==> config.mk <==
export PLATFORM = sky130hd
export DESIGN_NAME = card_slot_paged_registers
export DESIGN_NICKNAME = d
export VERILOG_FILES = /design/src/rtl/card_slot_pkg.sv /design/src/rtl/card_slot_paged_registers.sv
export VERILOG_INCLUDE_DIRS = /design/src /design/src/rtl
export SDC_FILE = /design/constraint.sdc
export NUM_CORES = 1
export LEC_CHECK = 0
export BUFFER_PORTS_ARGS = -buffer_cell sky130_fd_sc_hd__buf_2
export CAP_MARGIN = 20
export CORE_ASPECT_RATIO = 0.9
export CORE_UTILIZATION = 45
export CTS_CLUSTER_DIAMETER = 60
export CTS_CLUSTER_SIZE = 16
export DETAILED_ROUTE_END_ITERATION = 7
export SYNTH_ARGS = -nofsm -noshare
export SYNTH_HDL_FRONTEND = slang
export SYNTH_SLANG_ARGS = --single-unit
==> constraint.sdc <==
create_clock -name clock -period 3.8 [get_ports clock]
set_input_delay 0.19 -clock clock [delete_from_list [all_inputs] [get_ports clock]]
set_output_delay 0.19 -clock clock [all_outputs]
set_load 0.03 [all_outputs]
==> src/rtl/card_slot_params.svh <==
// Register map, field positions and reset values of the paged slot registers.
`ifndef CARD_SLOT_PARAMS_SVH
`define CARD_SLOT_PARAMS_SVH
`define ADDR_SLOT_REG       8'h40
`define ADDR_SECONDARY      8'h42
`define ADDR_PAGE_SELECT    8'h48
`define PAGE_GENERAL        8'h00
`define PAGE_SLOT_FIRST     8'h01
`define PAGE_SLOT_LAST      8'h05
`define PAGE_CLOCK_SLEW     8'h06
`define NUM_SLOTS           5
`define ST_ACTIVE           7
`define ST_EARLY            6
`define ST_MUTE             5
`define ST_OVERLOAD         4
`define ST_SUPPLY           3
`define ST_CLOCK_FALLBACK_FLAG            2
`define ST_PRESENCE_CHANGE_FLAG            1
`define ST_CARD_INSERTED_FLAG             0
`define CT_LOWV             7
`define CT_IOEN             6
`define CT_SEC_HI           5
`define CT_SEC_LO           4
`define CT_LOWPWR           3
`define CT_HIGHV            2
`define CT_WARM             1
`define CT_START            0
`define RST_PAGE_SELECT     8'h00
`define RST_CONTROL         8'h00
`define RST_CFG             8'h4F
`define RST_D               8'hAA
`define RST_CHI             8'hA4
`define RST_CLO             8'h74
`define SEC_CFG             2'h0
`define SEC_D               2'h1
`define SEC_CHI             2'h2
`define SEC_CLO             2'h3
`endif

==> src/rtl/card_slot_pkg.sv <==
// Types shared by the paged slot register bank.
package card_slot_pkg;
  typedef enum logic [1:0] {VSEL_3V, VSEL_5V, VSEL_1V8} supply_sel_e;
  typedef struct packed {
    logic rd;
    logic wr;
    logic [7:0] addr;
    logic [7:0] wdata;
  } host_req_s;
  typedef struct packed {
    logic active;
    logic early;
    logic mute;
    logic overload;
    logic supply_fault;
    logic clock_fallback;
    logic presence_change;
    logic card_inserted;
  } slot_events_s;
endpackage

==> src/rtl/card_slot_paged_registers.sv <==
// Paged register bank: page select, five slot status/control pages, secondary slot registers.
//
// How it works
// - Page-select register at 48h, readable and writable, chooses the secondary page.
// - Page 00h general, 01h-05h slots one to five, 06h clock and slew page.
// - In a slot page, 40h reads slot status and writes slot control.
// - Interrupt output low while any event flag set; released after status read.
// - Supply-fault flag set after power-on until read; interrupt low meanwhile.
// - Status bit 7 reflects whether the selected slot card is active.
// - Status bit 6 set on early answer, cleared after status read.
// - Status bit 5 set on no answer in time, cleared after read.
// - Status bit 4 set on overload or overheating, cleared after read.
// - Status bit 3 set on supervisor fault, cleared after read.
// - Status bit 2 follows the power-down clock fallback state.
// - Status bit 1 set on insertion or extraction, cleared after read.
// - Status bit 0 reflects card presence.
// - Bit 7 selects 1.8 V; else bit 2 selects 5 V or 3 V.
// - Supply-selection bits ignore writes while start is set.
// - Bit 6 connects host I/O to card I/O, else both released.
// - Control bits 5:4 choose the secondary register at 42h.
// - Bit 3 selects low-power clock; locked during start in synchronous mode.
// - Warm reset bit set by write, cleared on start write or mute.
// - Start begins activation only without faults and with card; zero deactivates.
// - Secondary select 00 config, 01 D, 10 C high, 11 C low.
`timescale 1ns/100ps
`include "card_slot_params.svh"

module card_slot_paged_registers
(
  input  wire logic                              clock,
  input  wire logic                              rst_b,
  input  wire card_slot_pkg::host_req_s          host_req,
  input  wire logic [`NUM_SLOTS-1:0]             card_active,
  input  wire logic [`NUM_SLOTS-1:0]             card_present,
  input  wire logic [`NUM_SLOTS-1:0]             clock_fallback,
  input  wire logic [`NUM_SLOTS-1:0]             early_event,
  input  wire logic [`NUM_SLOTS-1:0]             mute_event,
  input  wire logic [`NUM_SLOTS-1:0]             overload_event,
  input  wire logic [`NUM_SLOTS-1:0]             supply_event,
  input  wire logic [`NUM_SLOTS-1:0]             sync_mode,
  input  wire logic                              host_io_line_i,
  input  wire logic [`NUM_SLOTS-1:0]             card_io_i,
  output logic [7:0]                             rdata,
  output logic                                   interrupt_out_n,
  output logic [7:0]                             page_select,
  output logic [`NUM_SLOTS-1:0]                  low_voltage_select,
  output logic [`NUM_SLOTS-1:0]                  high_voltage_select,
  output logic [`NUM_SLOTS-1:0]                  io_connect_enable,
  output logic [`NUM_SLOTS-1:0]                  card_clock_lowpower_select,
  output logic [`NUM_SLOTS-1:0]                  warm_reset,
  output logic [`NUM_SLOTS-1:0]                  start,
  output logic [`NUM_SLOTS-1:0]                  activate_pulse,
  output logic [`NUM_SLOTS-1:0]                  deactivate_pulse,
  output logic                                   host_io_line_o,
  output logic                                   host_io_line_oe_n,
  output logic [`NUM_SLOTS-1:0]                  card_io_o,
  output logic [`NUM_SLOTS-1:0]                  card_io_oe_n
);

  // ==========================================================================
  // Page and address decode
  // ==========================================================================
  logic [7:0]               page_q;
  logic [7:0]               ctrl_q   [`NUM_SLOTS];
  logic [7:0]               sec_q    [`NUM_SLOTS][4];
  logic [`NUM_SLOTS-1:0]    early_q, mute_q, ovl_q, sup_q, presence_change_flag_q;
  logic [`NUM_SLOTS-1:0]    card_inserted_flag_prev_q;
  logic [7:0]               rdata_d;

  wire       page_is_slot = (page_q >= `PAGE_SLOT_FIRST) && (page_q <= `PAGE_SLOT_LAST);
  wire [2:0] slot_idx     = 3'(page_q - `PAGE_SLOT_FIRST);
  wire       wr_page      = host_req.wr && (host_req.addr == `ADDR_PAGE_SELECT);
  wire       rd_page      = host_req.rd && (host_req.addr == `ADDR_PAGE_SELECT);
  wire       wr_ctrl      = host_req.wr && page_is_slot && (host_req.addr == `ADDR_SLOT_REG);
  wire       rd_status    = host_req.rd && page_is_slot && (host_req.addr == `ADDR_SLOT_REG);
  wire       wr_sec       = host_req.wr && page_is_slot && (host_req.addr == `ADDR_SECONDARY);
  wire       rd_sec       = host_req.rd && page_is_slot && (host_req.addr == `ADDR_SECONDARY);

  function automatic logic [1:0] sec_sel(input logic [7:0] c);
    sec_sel = c[`CT_SEC_HI:`CT_SEC_LO];
  endfunction

  function automatic logic [7:0] status_byte(input int unsigned s);
    status_byte = {card_active[s], early_q[s], mute_q[s], ovl_q[s], sup_q[s],
                   clock_fallback[s], presence_change_flag_q[s], card_present[s]};
  endfunction

  wire [7:0] sel_ctrl = ctrl_q[slot_idx];

  // ==========================================================================
  // Read data
  // ==========================================================================
  always_comb
  begin
    rdata_d = 8'h00;
    if (rd_page)
      rdata_d = page_q;
    else if (rd_status)
      rdata_d = status_byte(32'(slot_idx));
    else if (rd_sec)
      rdata_d = sec_q[slot_idx][sec_sel(sel_ctrl)];
  end

  always_ff @(posedge clock or negedge rst_b)
  begin
    if (!rst_b)
      rdata <= 8'h00;
    else if (host_req.rd)
      rdata <= rdata_d;
  end

  always_ff @(posedge clock or negedge rst_b)
  begin
    if (!rst_b)
      page_q <= `RST_PAGE_SELECT;
    else if (wr_page)
      page_q <= host_req.wdata;
  end

  // ==========================================================================
  // Per-slot flags and control
  // ==========================================================================
  for (genvar s = 0; s < `NUM_SLOTS; s++)
  begin : g_slot
    wire sel      = page_is_slot && (slot_idx == 3'(s));
    wire rd_clr   = rd_status && sel;
    wire wr_this  = wr_ctrl && sel;
    wire card_inserted_flag_chg = card_present[s] != card_inserted_flag_prev_q[s];
    wire [7:0] wd = host_req.wdata;
    wire [7:0] cq = ctrl_q[s];
    wire start_ok = !sup_q[s] && !ovl_q[s] && card_present[s];
    wire lock_sup = cq[`CT_START];
    wire lock_pwr = cq[`CT_START] && sync_mode[s];
    // The host line is copied only while the bridge is not itself driving it.
    wire host_low = !host_io_line_i && host_io_line_oe_n;
    logic [7:0] cd;

    always_comb
    begin
      cd = cq;
      if (wr_this)
      begin
        if (!lock_sup)
        begin
          cd[`CT_LOWV]  = wd[`CT_LOWV];
          cd[`CT_HIGHV] = wd[`CT_HIGHV];
        end
        if (!lock_pwr)
          cd[`CT_LOWPWR] = wd[`CT_LOWPWR];
        cd[`CT_IOEN]   = wd[`CT_IOEN];
        cd[`CT_SEC_HI] = wd[`CT_SEC_HI];
        cd[`CT_SEC_LO] = wd[`CT_SEC_LO];
        cd[`CT_START]  = wd[`CT_START] ? (start_ok || cq[`CT_START]) : 1'b0;
        cd[`CT_WARM]   = wd[`CT_WARM];
        if (wd[`CT_START])
          cd[`CT_WARM] = 1'b0;
      end
      if (mute_q[s] || mute_event[s])
        cd[`CT_WARM] = 1'b0;
    end

    always_ff @(posedge clock or negedge rst_b)
    begin
      if (!rst_b)
      begin
        ctrl_q[s]           <= `RST_CONTROL;
        activate_pulse[s]   <= 1'b0;
        deactivate_pulse[s] <= 1'b0;
      end
      else
      begin
        ctrl_q[s]           <= cd;
        activate_pulse[s]   <= wr_this && wd[`CT_START] && start_ok && !cq[`CT_START];
        deactivate_pulse[s] <= wr_this && !wd[`CT_START] && cq[`CT_START];
      end
    end

    always_ff @(posedge clock or negedge rst_b)
    begin
      if (!rst_b)
      begin
        early_q[s]     <= 1'b0;
        mute_q[s]      <= 1'b0;
        ovl_q[s]       <= 1'b0;
        sup_q[s]       <= 1'b1;
        presence_change_flag_q[s]     <= 1'b0;
        card_inserted_flag_prev_q[s] <= 1'b0;
      end
      else
      begin
        early_q[s]     <= early_event[s]    || (early_q[s] && !rd_clr);
        mute_q[s]      <= mute_event[s]     || (mute_q[s]  && !rd_clr);
        ovl_q[s]       <= overload_event[s] || (ovl_q[s]   && !rd_clr);
        sup_q[s]       <= supply_event[s]   || (sup_q[s]   && !rd_clr);
        presence_change_flag_q[s]     <= card_inserted_flag_chg          || (presence_change_flag_q[s] && !rd_clr);
        card_inserted_flag_prev_q[s] <= card_present[s];
      end
    end

    for (genvar r = 0; r < 4; r++)
    begin : g_sec
      localparam logic [7:0] RV = (r == 0) ? `RST_CFG : (r == 1) ? `RST_D :
                                  (r == 2) ? `RST_CHI : `RST_CLO;
      always_ff @(posedge clock or negedge rst_b)
      begin
        if (!rst_b)
          sec_q[s][r] <= RV;
        else if (wr_sec && sel && (sec_sel(cq) == 2'(r)))
          sec_q[s][r] <= host_req.wdata;
      end
    end

    always_ff @(posedge clock or negedge rst_b)
    begin
      if (!rst_b)
      begin
        low_voltage_select[s]         <= 1'b0;
        high_voltage_select[s]        <= 1'b0;
        io_connect_enable[s]          <= 1'b0;
        card_clock_lowpower_select[s] <= 1'b0;
        warm_reset[s]                 <= 1'b0;
        start[s]                      <= 1'b0;
        card_io_o[s]                  <= 1'b1;
        card_io_oe_n[s]               <= 1'b1;
      end
      else
      begin
        low_voltage_select[s]         <= cd[`CT_LOWV];
        high_voltage_select[s]        <= cd[`CT_HIGHV] && !cd[`CT_LOWV];
        io_connect_enable[s]          <= cd[`CT_IOEN];
        card_clock_lowpower_select[s] <= cd[`CT_LOWPWR];
        warm_reset[s]                 <= cd[`CT_WARM];
        start[s]                      <= cd[`CT_START];
        card_io_o[s]                  <= 1'b0;
        card_io_oe_n[s]               <= !(cd[`CT_IOEN] && host_low);
      end
    end
  end

  // ==========================================================================
  // Host I/O bridge and interrupt
  // ==========================================================================
  // Open-drain style bridge: a low on either side is passed to the other.
  // The host keeps at most one slot connected, so the wired AND needs no arbiter.
  // A low that the bridge drives itself is not passed back, or both sides would latch low.
  wire [`NUM_SLOTS-1:0] card_low = io_connect_enable & ~card_io_i & card_io_oe_n;
  wire any_flag = |(early_q | mute_q | ovl_q | sup_q | presence_change_flag_q);

  always_ff @(posedge clock or negedge rst_b)
  begin
    if (!rst_b)
    begin
      interrupt_out_n   <= 1'b0;
      host_io_line_o    <= 1'b1;
      host_io_line_oe_n <= 1'b1;
      page_select       <= `RST_PAGE_SELECT;
    end
    else
    begin
      interrupt_out_n   <= !any_flag;
      host_io_line_o    <= 1'b0;
      host_io_line_oe_n <= !(|card_low);
      page_select       <= wr_page ? host_req.wdata : page_q;
    end
  end
endmodule

======== Word-level counts from Yosys, hierarchy flattened ========
Cells that the tools add are included.
cells by class
  shift-type cells ........................ 0
  divide/modulo/power cells ............... 0
  $add $sub $neg .......................... 1
  reductions and logical operators ........ 202
  magnitude comparators ................... 5
  muxes and demuxes ....................... 60
  equal/unequal tests ..................... 27
  bitwise operators ....................... 9
  $mul .................................... 0
operators with widths
  operator                                                                             number
  1-bit logical AND                                                                    125
  32-bit binary-select mux with 3-bit select                                           1
  8-bit two-way mux                                                                    11
  32-bit two-way mux                                                                   2
  1-bit logical OR                                                                     35
  1-bit zero test                                                                      34
  1-bit two-way mux                                                                    34
  1-bit binary-select mux with 3-bit select                                            8
  8-bit binary-select mux with 3-bit select                                            1
  8-bit by 7-bit equality test with 1-bit output, second input constant                3
  2-bit equality test, second input constant                                           10
  5-bit bitwise OR                                                                     4
  8-bit binary-select mux with 2-bit select                                            1
  6-bit two-way mux                                                                    2
  5-bit bitwise AND                                                                    2
  2-bit by 1-bit equality test with 1-bit output, second input constant                5
  2-bit zero test                                                                      5
  5-bit OR reduction                                                                   2
  8-bit by 1-bit greater-or-equal comparator with 1-bit output, second input constant  1
  8-bit by 3-bit less-or-equal comparator with 1-bit output, second input constant     1
  3-bit by 2-bit equality test with 1-bit output, second input constant                2
  1-bit != test                                                                        5
  5-bit NOT                                                                            1
  4-bit greater-or-equal comparator, second input constant                             1
  other kinds (8)                                                                      8
word-level totals
  bits in latches ......................... 0
  bits in writable memories ............... 0
  memories kept ........................... 0
  output and inout port bits .............. 69
  ROM bits ................................ 0
  register bits ........................... 294
  input bits .............................. 66

======== Longest topological paths before layout ========
Gate-level depths: netlist of run 1.
  depth after elaboration ................. 12
  gate-level depth with buffers ........... 12

======== Worst setup path after synthesis of run 1 ========
OpenSTA, ideal clock, no wires.
  kind .................................... reg-to-reg
  start ................................... register, netlist name page_select[0]
  end ..................................... register ctrl_q, in the netlist g_slot[0].cq[2]
  path slack .............................. 0.150 ns
  buffers on the path ..................... 3
  data required time ...................... 3.675 ns
  period minus slack after synthesis ...... 3.650 ns
  data arrival time ....................... 3.526 ns
  stages on the path, launching flop included .. 11
  library setup time ...................... 0.125 ns
  cell sequence ........................... dfrtp_1 > clkbuf_1 > inv_1 > clkbuf_1 > ha_1 > ha_1 > nor4b_1 > and4_1 > clkbuf_1 > nor2b_1 > mux2_2
RTL lines
  item                            RTL line                          source
  end signal: indexed assignment  card_slot_paged_registers.sv:166  ctrl_q[s] <= `RST_CONTROL;
  end: declaration                card_slot_paged_registers.sv:64   logic [7:0] ctrl_q [`NUM_SLOTS];

==> impl_metrics.py, run 1 <==
metrics = {
    "run_status": {
        "status": "complete, no violations",
    },
    "yosys": {
        "synth-seq-cells": 269,
        "yosys_warnings": 0,
        "synth_top_family_by_area": "multiplexers",
        "synth_edf_count": 0,
        "synthTopCellsByArea": "dfrtp_1, dfstp_2, mux2_2, mux2i_1, buf_4",
        "synth_area_um2": 12900,
        "synth_xor_xnor_area_share_pct": 0.409,
        "synthTopCellsByCount": "mux2_2, dfrtp_1, dfstp_2",
        "synth_top_area_share_pct": 34.4,
        "synth_fp_nets": 1087,
        "synth_ff_type": "dfrtp_1",
        "syn_area_per_cell_um2": 12.7,
        "synth_compound_area_share_pct": 7.28,
        "muxShareOfSynthArea_pct": 24.7,
        "synth-adder-area-share_pct": 0.487,
        "yosysUniqueCellTypes": 59,
        "synth_most_common_cell": "mux2_2",
        "synthSimpleGateAreaFrac_pct": 10.0,
        "seq_area_frac_synth_pct": 53.3,
        "synth_cells": 1016,
        "yosysTopAreaCell": "dfrtp_1",
        "synth-async-reset-ratio_pct": 100,
    },
    "worst_setup_path": {
        "path_cells": "or4_1 -> or4_1 -> nor4_4 -> buf_4 -> and4b_1 -> mux2_2",
        "reg2reg_setup_slack_ps": 460,
        "critPathLaunchType": "flop",
        "crit_type": "reg -> reg",
        "cp.arrival_ps": 3740,
        "cp-end-kind": "flop",
        "crit_family": "simple AND/OR/NAND/NOR gates",
        "worst-path-buf-inv": 1,
        "critPathSlowestCell": "or4_1",
        "critPathMostFrequentCell": "or4_1",
        "required_ps": 4210,
        "worst_path_largest_cell_delay_ps": 710,
        "crit_fanout": 9,
    },
    "floorplan": {
        "fp-row-count": 58,
        "die-area_um2": 29300,
        "die_h_um": 162,
        "initial_core_util_pct": 45.9,
        "ios": 135,
        "die_x_um": 180,
        "core_um2": 28000,
    },
    "clock_network": {
        "cts_root_buf": "clkbuf_16",
        "tritoncts": "yes",
        "cts_post_setup_buffers_inserted": 0,
        "clock_latency_ps": 540,
        "htree_levels": 1,
        "cts_max_path_buffers": 3,
        "numCtsBuffers": 25,
        "cts.sinks": 269,
        "cts.clk_slew.worst_paths_ps": 70,
        "post_cts_resized": 0,
    },
    "power": {
        "p_switching_mw": 1.44,
        "ir_drop_uv": 293,
        "internal_power_mw": 4.34,
        "seqPwrFrac_pct": 50.1,
        "p_per_area_nw_per_um2": 388,
        "swShare_pct": 24.9,
        "clockPowerShare_pct": 43.1,
        "p_leak_nw": 6.65,
        "pwr-share-comb_pct": 6.8,
    },
    "sta": {
        "fin_crit_ps": 3340,
        "setup_tns_ps": 0,
        "rsz0062_at_grt": "false",
        "clock_skew_ps": 22.9,
        "drv_slew": 0,
        "setup_violations": 0,
        "fmax_mhz": 300,
        "finalHoldViolCount": 0,
        "timing.hold.ws_ps": 30.3,
        "period_share_pct": 87.8,
        "worst_pin_slew_ps": 1080,
        "relSlewSlack_pct": 28.0,
    },
    "route": {
        "drc": 0,
        "drt-wirelength-per-cell_um": 22.4,
        "vias": 8678,
        "firstDrtPassIters": 5,
        "wl_mm": 34.1,
        "ant_nets": 0,
        "drtIter0Drc": 634,
        "routed_via_density": 5.71,
    },
    "final_layout": {
        "instances_no_fill": 1521,
        "drive_above_1_share_pct": 44.4,
        "regArea_um2": 6850,
        "syn_to_final_growth_pct": 15.7,
        "design_area_um2": 14900,
        "n_antenna_cell": 0,
        "nFillCells": 2430,
        "final_core_util_pct": 53.1,
        "multi_input_area_um2": 5520,
        "nNetsFinal": 1214,
    },
    "placement": {
        "dpl_cell_area_um2": 13800,
        "place_hpwl_mm": 23.1,
        "gp_congestion": 0.892,
        "placed_cells": 1445,
        "portBuffers": 134,
    },
    "global_routing": {
        "grt_pass1_wl_mm": 53.0,
        "grt.total_usage_pct": 23.7,
        "grt_pass1_vias": 8546,
        "gr-total-overflow": 0,
        "antenna_found_initial": 0,
        "grt_max_degree": 102,
    },
    "run": {
        "cap_violations": 0,
    },
    "hold_path": {
        "hold_path.class": "in -> reg",
    },
}
==> state kept, by name, indices dropped and copies added (netlist names) <==
name                       cells
sec_q                        160
card_io_o                      1
mute_q                         5
interrupt_out_n                1
presence_change_flag_q         5
early_q                        5
deactivate_pulse               5
card_inserted_flag_prev_q      5
high_voltage_select            5
page_select                    8
card_io_oe_n                   5
host_io_line_oe_n              1
activate_pulse                 5
sup_q                          5
ovl_q                          5
g_slot.cq                     40
rdata                          8
==> worst paths after layout <==
path / endpoint / cells after the start / start
worst min register to register: g_slot[3].cq[2] / 1 / g_slot[3].cq[2]
worst min-delay path: g_slot[3].cq[3] / 3 / sync_mode[3]
worst max register to register: sec_q[41] / 6 / page_select[7]
min in group asynchronous: g_slot[1].cq[6] / 2 / rst_b
worst max-delay path: sec_q[41] / 6 / page_select[7]
max in group asynchronous: sup_q[4] / 3 / rst_b
==> tightest hold or removal path: stages <==
cell and delay, ps:
buf_2 70, a21oi_1 50, mux2_2 210
==> placed cells by master, fill, tap and decap left out, drive strengths merged, types with 3 or more instances in the layout <==
master	Yosys	final
nor3b	5	5
nor4	17	17
xor2	5	5
nand4	12	12
o22ai	23	23
ha	5	5
o22a	3	3
nor2b	23	23
nand2b	17	17
nand3	13	13
clkbuf	49	34
a32oi	7	7
a21o	25	25
nor4b	6	6
inv	8	12
mux2	205	205
o311a	6	6
a211oi	12	12
buf	43	162
and4b	4	4
dfrtp	177	177
nand2	53	53
nor2	25	25
o211a	8	8
o21ai	15	15
dfstp	92	92
nand3b	7	7
nor3	15	15
dlygate4sd3	0	30
nand4b	6	6
a21oi	16	16
clkinv	0	6
or4	3	3
mux2i	82	82
o32ai	4	4
==> cells by family (layout without fill, tap and decap cells) <==
| family | count (synthesis) | count (layout) |
|---|---|---|
| adder cells (fa/ha/maj) | 5 | 5 |
| AND/OR/NAND/NOR | 215 | 215 |
| other | 1 | 1 |
| buffers and inverters | 100 | 245 |
| AO/OA/AOI/OAI | 131 | 131 |
| multiplexers | 289 | 289 |
| flip-flops | 269 | 269 |
| XOR/XNOR | 6 | 6 |
==> what timing repair did <==
| action | in CTS | in global routing |
|---|---|---|
| hold endpoints to repair | 104 | 0 |
| setup endpoints to repair | 0 | 0 |
| hold buffers | 30 | 0 |
==> per-layer routing <==
layer | wire [µm] | up-vias | global-route usage [%]
li1 | - | 3951 | -
met1 | 16700 | 4446 | 36.0
met2 | 15100 | 244 | 36.2
met3 | 1720 | 37 | 3.44
met4 | 619 | 0 | 4.62
met5 | 0 | - | 0
==> per-stage QoR <==
| stage | power, mW | worst slack (ps) |
|---|---|---|
| final | 5.78 | 465 |
| after global routing | 6.00 | 379 |
| after CTS | 5.84 | 502 |
| after detailed placement | 3.32 | 527 |
| after global placement | 3.31 | 583 |
| after floorplan | 3.12 | 150 |
==> power groups by stage <==
stage                     Sequential, mW  Clock [mW]  Combinational, mW
after floorplan                     2.96           0              0.157
after global placement              2.95           0              0.368
after detailed placement            2.95           0              0.371
after CTS                           2.89        2.55              0.395
after global routing                2.90        2.67              0.429
final                               2.90        2.49              0.394
==> area by class of cell <==
cell class	count	area share (%)
multi-input cells	647	37.1
clock buffers	34	4.50
well taps	360	3.03
repair buffers	192	8.31
flip-flops and latches	269	46.0
clock inverters	11	0.858
inverters	8	0.202
(Power assumes the default switching activity.)
==> run 2, diff against run 1 <==
--- a/config.mk
+++ b/config.mk
@@ -13,6 +13,7 @@
 export CTS_CLUSTER_DIAMETER = 60
 export CTS_CLUSTER_SIZE = 16
 export DETAILED_ROUTE_END_ITERATION = 7
+export RECOVER_POWER = 100
 export SYNTH_ARGS = -nofsm -noshare
 export SYNTH_HDL_FRONTEND = slang
 export SYNTH_SLANG_ARGS = --single-unit
==> run 2 against run 1 <==
Against the previous run:
- the flow now finishes with violations (max-capacitance violations, max-slew violations)
- critical path depth unchanged
- utilization shrank 0.78 points
- cell count is the same
- clock skew about the same
- register-to-register slack worse by 130 ps
- sequential share of layout area is 0.68 points higher
- sequential power is essentially flat
- routed wire length about the same
- fmax fell by 3.8%
- via count fell by 0.35%
- critical endpoint is now sec_q[125]
- largest cell class unchanged
- largest power group unchanged
==> impl_metrics.py, run 2 (same netlist as run 1, synthesis figures left out) <==
metrics = {
    "final_layout": {
        "mostFrequentLayoutCells": "mux2_2, dfrtp_1, dfstp_2, clkbuf_1, mux2i_1",
        "n_antenna_cell": 0,
        "largest_reg_flops": 160,
        "drive_above_1_share_pct": 36.3,
        "final_common_cell": "mux2_2",
        "top_register": "sec_q",
        "syn_to_final_growth_pct": 14.0,
        "nNetsFinal": 1214,
        "design_area_um2": 14700,
    },
    "power": {
        "p_per_area_nw_per_um2": 393,
        "p_leak_nw": 6.24,
        "ir_drop_uv": 291,
    },
    "floorplan": {
        "die-area_um2": 29300,
        "die_h_um": 162,
        "die_x_um": 180,
        "fp-row-count": 58,
        "core_um2": 28000,
        "ios": 135,
        "initial_core_util_pct": 45.9,
    },
    "worst_setup_path": {
        "rr_worst_depth": 6,
        "critPathLaunchType": "flop",
        "reg2reg_setup_slack_ps": 330,
        "r2r-end": "sec_q[125]",
        "required_ps": 4220,
        "cp.arrival_ps": 3880,
        "cp-end-kind": "flop",
        "path_cells": "or4_1 -> nor3_1 -> nand4_1 -> nor4b_1 -> clkbuf_2 -> mux2_2",
        "crit_type": "reg -> reg",
        "crit_fanout": 8,
        "timing.rr.start": "page_select[7]",
        "worst_path_largest_cell_delay_ps": 690,
        "critPathSlowestCell": "or4_1",
    },
    "hold_path": {
        "worstHoldStart": "sync_mode[3]",
        "worstHoldPathCells": 3,
        "holdPathEnd": "g_slot[3].cq[3]",
        "hold_path.class": "in -> reg",
    },
    "global_routing": {
        "grt_pass1_vias": 8546,
        "grt_max_degree": 102,
        "grt_pass1_wl_mm": 53.0,
        "antenna_found_initial": 0,
        "gr-total-overflow": 0,
        "grt.total_usage_pct": 23.7,
    },
    "clock_network": {
        "numCtsBuffers": 25,
        "tritoncts": "yes",
        "clock_latency_ps": 540,
        "cts.clk_slew.worst_paths_ps": 70,
        "post_cts_resized": 0,
        "cts_root_buf": "clkbuf_16",
        "cts.sinks": 269,
        "cts_max_path_buffers": 3,
        "htree_levels": 1,
    },
    "sta": {
        "drv_slew": 100,
        "fmax_mhz": 288,
        "period_share_pct": 91.3,
        "setup_tns_ps": 0,
        "clock_skew_ps": 22.8,
        "fin_crit_ps": 3470,
        "setup_violations": 0,
        "relSlewSlack_pct": -76.2,
        "finalHoldViolCount": 0,
        "worst_pin_slew_ps": 2640,
        "rsz0062_at_grt": "false",
    },
    "route": {
        "drc": 0,
        "vias": 8648,
        "wl_mm": 34.1,
        "firstDrtPassIters": 6,
        "ant_nets": 0,
        "drt-wirelength-per-cell_um": 22.4,
        "drtIter0Drc": 701,
        "routed_via_density": 5.69,
    },
    "run_status": {
        "status": "complete, but fails checks",
        "violations": "max-capacitance violations, max-slew violations",
    },
    "run": {
        "cap_violations": 1,
    },
    "placement": {
        "dpl_cell_area_um2": 13800,
        "gp_congestion": 0.892,
        "place_hpwl_mm": 23.1,
        "portBuffers": 134,
    },
}
[run 2: cell count changes in the layout (fill, tap and decap cells not counted), moves of 2 or more]
cell,previous run,this run
nand4b_1,2,6
mux2_2,205,203
clkbuf_2,0,5
buf_2,133,60
nor4b_2,5,1
nor4b_1,1,5
nor4_1,14,16
nand4b_2,4,0
mux2_1,0,2
buf_4,25,13
clkbuf_1,8,89
[run 2: repair_timing]
item	4_1_cts	5_1_grt
hold endpoints to repair	104	0
setup buffers	0	0
hold buffers	30	0
[run 2: area by class of cell]
| cell class | count | area, µm² |
|---|---|---|
| Clock inverter | 11 | 128 |
| Tap cell | 360 | 450 |
| Sequential cell | 269 | 6850 |
| Clock buffer | 34 | 669 |
| Inverter | 8 | 30.0 |
| Timing Repair Buffer | 192 | 1090 |
| Fill cell | 2490 | 13400 |
| Multi-Input combinational cell | 647 | 5440 |
[run 2: critical path: cells and delay by family (launching register included)]
kind,cells,cell delay [ps]
buf+inv,1,330
flops,1,420
mux,1,370
simple gates,4,2220
[run 2: how the worst max path moves through the flow]
| stage | start | to | slack, ps | cells after the start |
|---|---|---|---|---|
| after floorplan | page_select[0] | g_slot[0].cq[2] | 150 | 10 |
| after global placement | page_select[7] | sec_q[41] | 580 | 6 |
| after detailed placement | page_select[7] | sec_q[40] | 530 | 6 |
| after CTS | page_select[7] | sec_q[46] | 500 | 6 |
| after global routing | page_select[7] | sec_q[125] | 200 | 6 |
| final | page_select[7] | sec_q[125] | 330 | 6 |
[run 2: per-layer routing]
layer,wire length [µm],up-vias,track usage [%],share of wire [%]
met1,16800,4427,36.0,49
met4,615,0,4.62,1.8
met5,0,-,0,0
met3,1710,37,3.44,5.0
li1,-,3954,-,-
met2,15000,230,36.2,44
[run 2: stage by stage]
stage	power [mW]	std cells	setup WS [ps]	utilization [%]	hold slack, ps
2_1_floorplan	3.12	1016	150	-	-106
3_3_place_gp	3.31	1445	583	49.1	287
3_5_place_dp	3.32	1445	527	49.1	289
4_1_cts	5.84	1520	502	53.0	20.3
5_1_grt	5.99	1521	200	52.3	43.8
6_report	5.77	1521	332	52.3	31.3
[run 2: report_power, final]
group / internal, mW / switching (mW) / total, mW
Combinational: 0.117 / 0.268 / 0.385
Clock: 1.34 / 1.15 / 2.49
Sequential: 2.88 / 0.0153 / 2.90
Total: 4.33 / 1.43 / 5.77
==> run 3, diff against run 2 <==
--- a/config.mk
+++ b/config.mk
@@ -8,11 +8,14 @@
 export LEC_CHECK = 0
 export BUFFER_PORTS_ARGS = -buffer_cell sky130_fd_sc_hd__buf_2
 export CAP_MARGIN = 20
+export CELL_PAD_IN_SITES_DETAIL_PLACEMENT = 1
+export CELL_PAD_IN_SITES_GLOBAL_PLACEMENT = 1
 export CORE_ASPECT_RATIO = 0.9
 export CORE_UTILIZATION = 45
 export CTS_CLUSTER_DIAMETER = 60
 export CTS_CLUSTER_SIZE = 16
 export DETAILED_ROUTE_END_ITERATION = 7
+export PLACE_DENSITY_LB_ADDON = 0.1
 export RECOVER_POWER = 100
 export SYNTH_ARGS = -nofsm -noshare
 export SYNTH_HDL_FRONTEND = slang
==> run 3 against run 2 <==
Against the previous run:
- the flow still finishes with violations (max-capacitance violations, max-slew violations)
- setup slack got worse by 36 ps
- sequential share of layout area grew 0.084 points
- utilization fell by 0.094 points
- critical endpoint is now sec_q[76]
- largest cell class unchanged
- cell count barely moved
==> impl_metrics.py, run 3 (same netlist as run 1, synthesis figures left out) <==
metrics = {
    "floorplan": {
        "ios": 135,
        "die_h_um": 162,
        "die-area_um2": 29300,
        "core_um2": 28000,
        "die_x_um": 180,
        "initial_core_util_pct": 45.9,
        "fp-row-count": 58,
    },
    "worst_setup_path": {
        "rr_worst_depth": 6,
        "crit_fanout": 9,
        "worst_path_largest_cell_delay_ps": 710,
        "required_ps": 4210,
        "timing.rr.start": "page_select[7]",
        "critPathLaunchType": "flop",
        "path_cells": "or4_1 -> or4_1 -> nor4_1 -> clkbuf_2 -> nand4b_1 -> mux2_2",
        "critPathSlowestCell": "or4_1",
        "r2r-end": "sec_q[76]",
        "reg2reg_setup_slack_ps": 300,
        "crit_type": "reg -> reg",
        "critPathMostFrequentCell": "or4_1",
        "cp.arrival_ps": 3910,
        "cp-end-kind": "flop",
    },
    "placement": {
        "placed_cells": 1447,
        "gp_congestion": 0.880,
        "portBuffers": 134,
        "place_hpwl_mm": 25.2,
    },
    "route": {
        "drt-wirelength-per-cell_um": 24.4,
        "routed_via_density": 5.80,
        "firstDrtPassIters": 4,
        "wl_mm": 37.1,
        "vias": 8818,
        "drtIter0Drc": 472,
        "ant_nets": 0,
        "drc": 0,
    },
    "global_routing": {
        "grt.total_usage_pct": 25.8,
        "antenna_found_initial": 3,
        "gr-total-overflow": 0,
        "grt_max_degree": 117,
        "grt_pass1_wl_mm": 57.3,
        "grt_pass1_vias": 9169,
    },
    "clock_network": {
        "cts.clk_slew.worst_paths_ps": 70,
        "cts_root_buf": "clkbuf_16",
        "tritoncts": "yes",
        "numCtsBuffers": 24,
        "post_cts_resized": 0,
        "htree_levels": 1,
        "cts.sinks": 269,
        "clock_latency_ps": 540,
        "cts_max_path_buffers": 3,
    },
    "sta": {
        "fmax_mhz": 285,
        "relSlewSlack_pct": -101,
        "period_share_pct": 92.2,
        "finalHoldViolCount": 0,
        "worst_pin_slew_ps": 3010,
        "fin_crit_ps": 3500,
        "setup_tns_ps": 0,
        "rsz0062_at_grt": "false",
        "drv_slew": 116,
        "clock_skew_ps": 21.8,
        "setup_violations": 0,
    },
    "final_layout": {
        "instances_no_fill": 1520,
        "n_antenna_cell": 0,
        "mostFrequentLayoutCells": "mux2_2, dfrtp_1, dfstp_2, clkbuf_1, mux2i_1",
        "nNetsFinal": 1214,
        "final_common_cell": "mux2_2",
        "top_register": "sec_q",
        "largest_reg_flops": 160,
        "syn_to_final_growth_pct": 13.8,
        "drive_above_1_share_pct": 36.0,
        "final_core_util_pct": 52.2,
    },
    "run_status": {
        "violations": "max-capacitance violations, max-slew violations",
        "status": "complete, but fails checks",
    },
    "power": {
        "ir_drop_uv": 446,
        "p_per_area_nw_per_um2": 396,
        "p_leak_nw": 6.25,
    },
    "hold_path": {
        "holdPathEnd": "g_slot[3].cq[3]",
        "hold_path.class": "in -> reg",
        "worstHoldStart": "sync_mode[3]",
        "worstHoldPathCells": 3,
    },
    "run": {
        "cap_violations": 1,
    },
}
-- run 3: worst max-delay path: cells and delay by family, from the launching register on --
family / cells / cell delay, ps
buffers and inverters: 1 / 360
flip-flops: 1 / 410
multiplexers: 1 / 440
AND/OR/NAND/NOR: 4 / 2150
-- run 3: where the power goes --
group          leakage [nW]  internal, mW  switching [mW]
clock network         0.387          1.38            1.14
logic                  2.57         0.113           0.272
registers              3.29          2.88          0.0147
total                  6.25          4.37            1.43
-- run 3: timing repair --
action	in CTS	in global routing
endpoints found under the setup margin	0	0
hold buffers	30	0
setup buffers	0	0
hold endpoints to repair	119	0
-- run 3: layer usage --
metal  routed length (µm)  track usage [%]  vias to the layer above
li1                     -                -                     3942
met1                17700             37.0                     4630
met2                16700             40.6                      183
met3                 1740             4.29                       59
met4                  919             6.80                        4
met5                   28                0                        -
-- run 3: area by class of cell --
| class | count | area (µm²) |
|---|---|---|
| clock inverter | 12 | 140 |
| clock buffer | 31 | 658 |
| sequential | 269 | 6850 |
| fill | 2940 | 13400 |
| timing repair buffer | 193 | 1070 |
| inverter | 8 | 30.0 |
| multi-input combinational | 647 | 5440 |
| tap | 360 | 450 |
-- run 3: how the worst max path moves through the flow --
stage,endpoint,startpoint,depth (start not counted)
2_1_floorplan,g_slot[0].cq[2],page_select[0],10
3_3_place_gp,sec_q[44],page_select[7],6
3_5_place_dp,sec_q[40],page_select[7],6
4_1_cts,sec_q[40],page_select[7],6
5_1_grt,sec_q[110],page_select[7],6
6_report,sec_q[76],page_select[7],6
-- run 3: stage by stage --
stage               hold WS (ps)  worst slack [ps]  instance area (µm²)  total power [mW]
detailed placement           338               465                13800              3.32
CTS                         10.1               422                14900              5.86
floorplan                   -106               150                12900              3.12
finish                      25.1               297                14600              5.80
global route                24.3               154                14600              6.00
global placement             338               550                13800              3.31
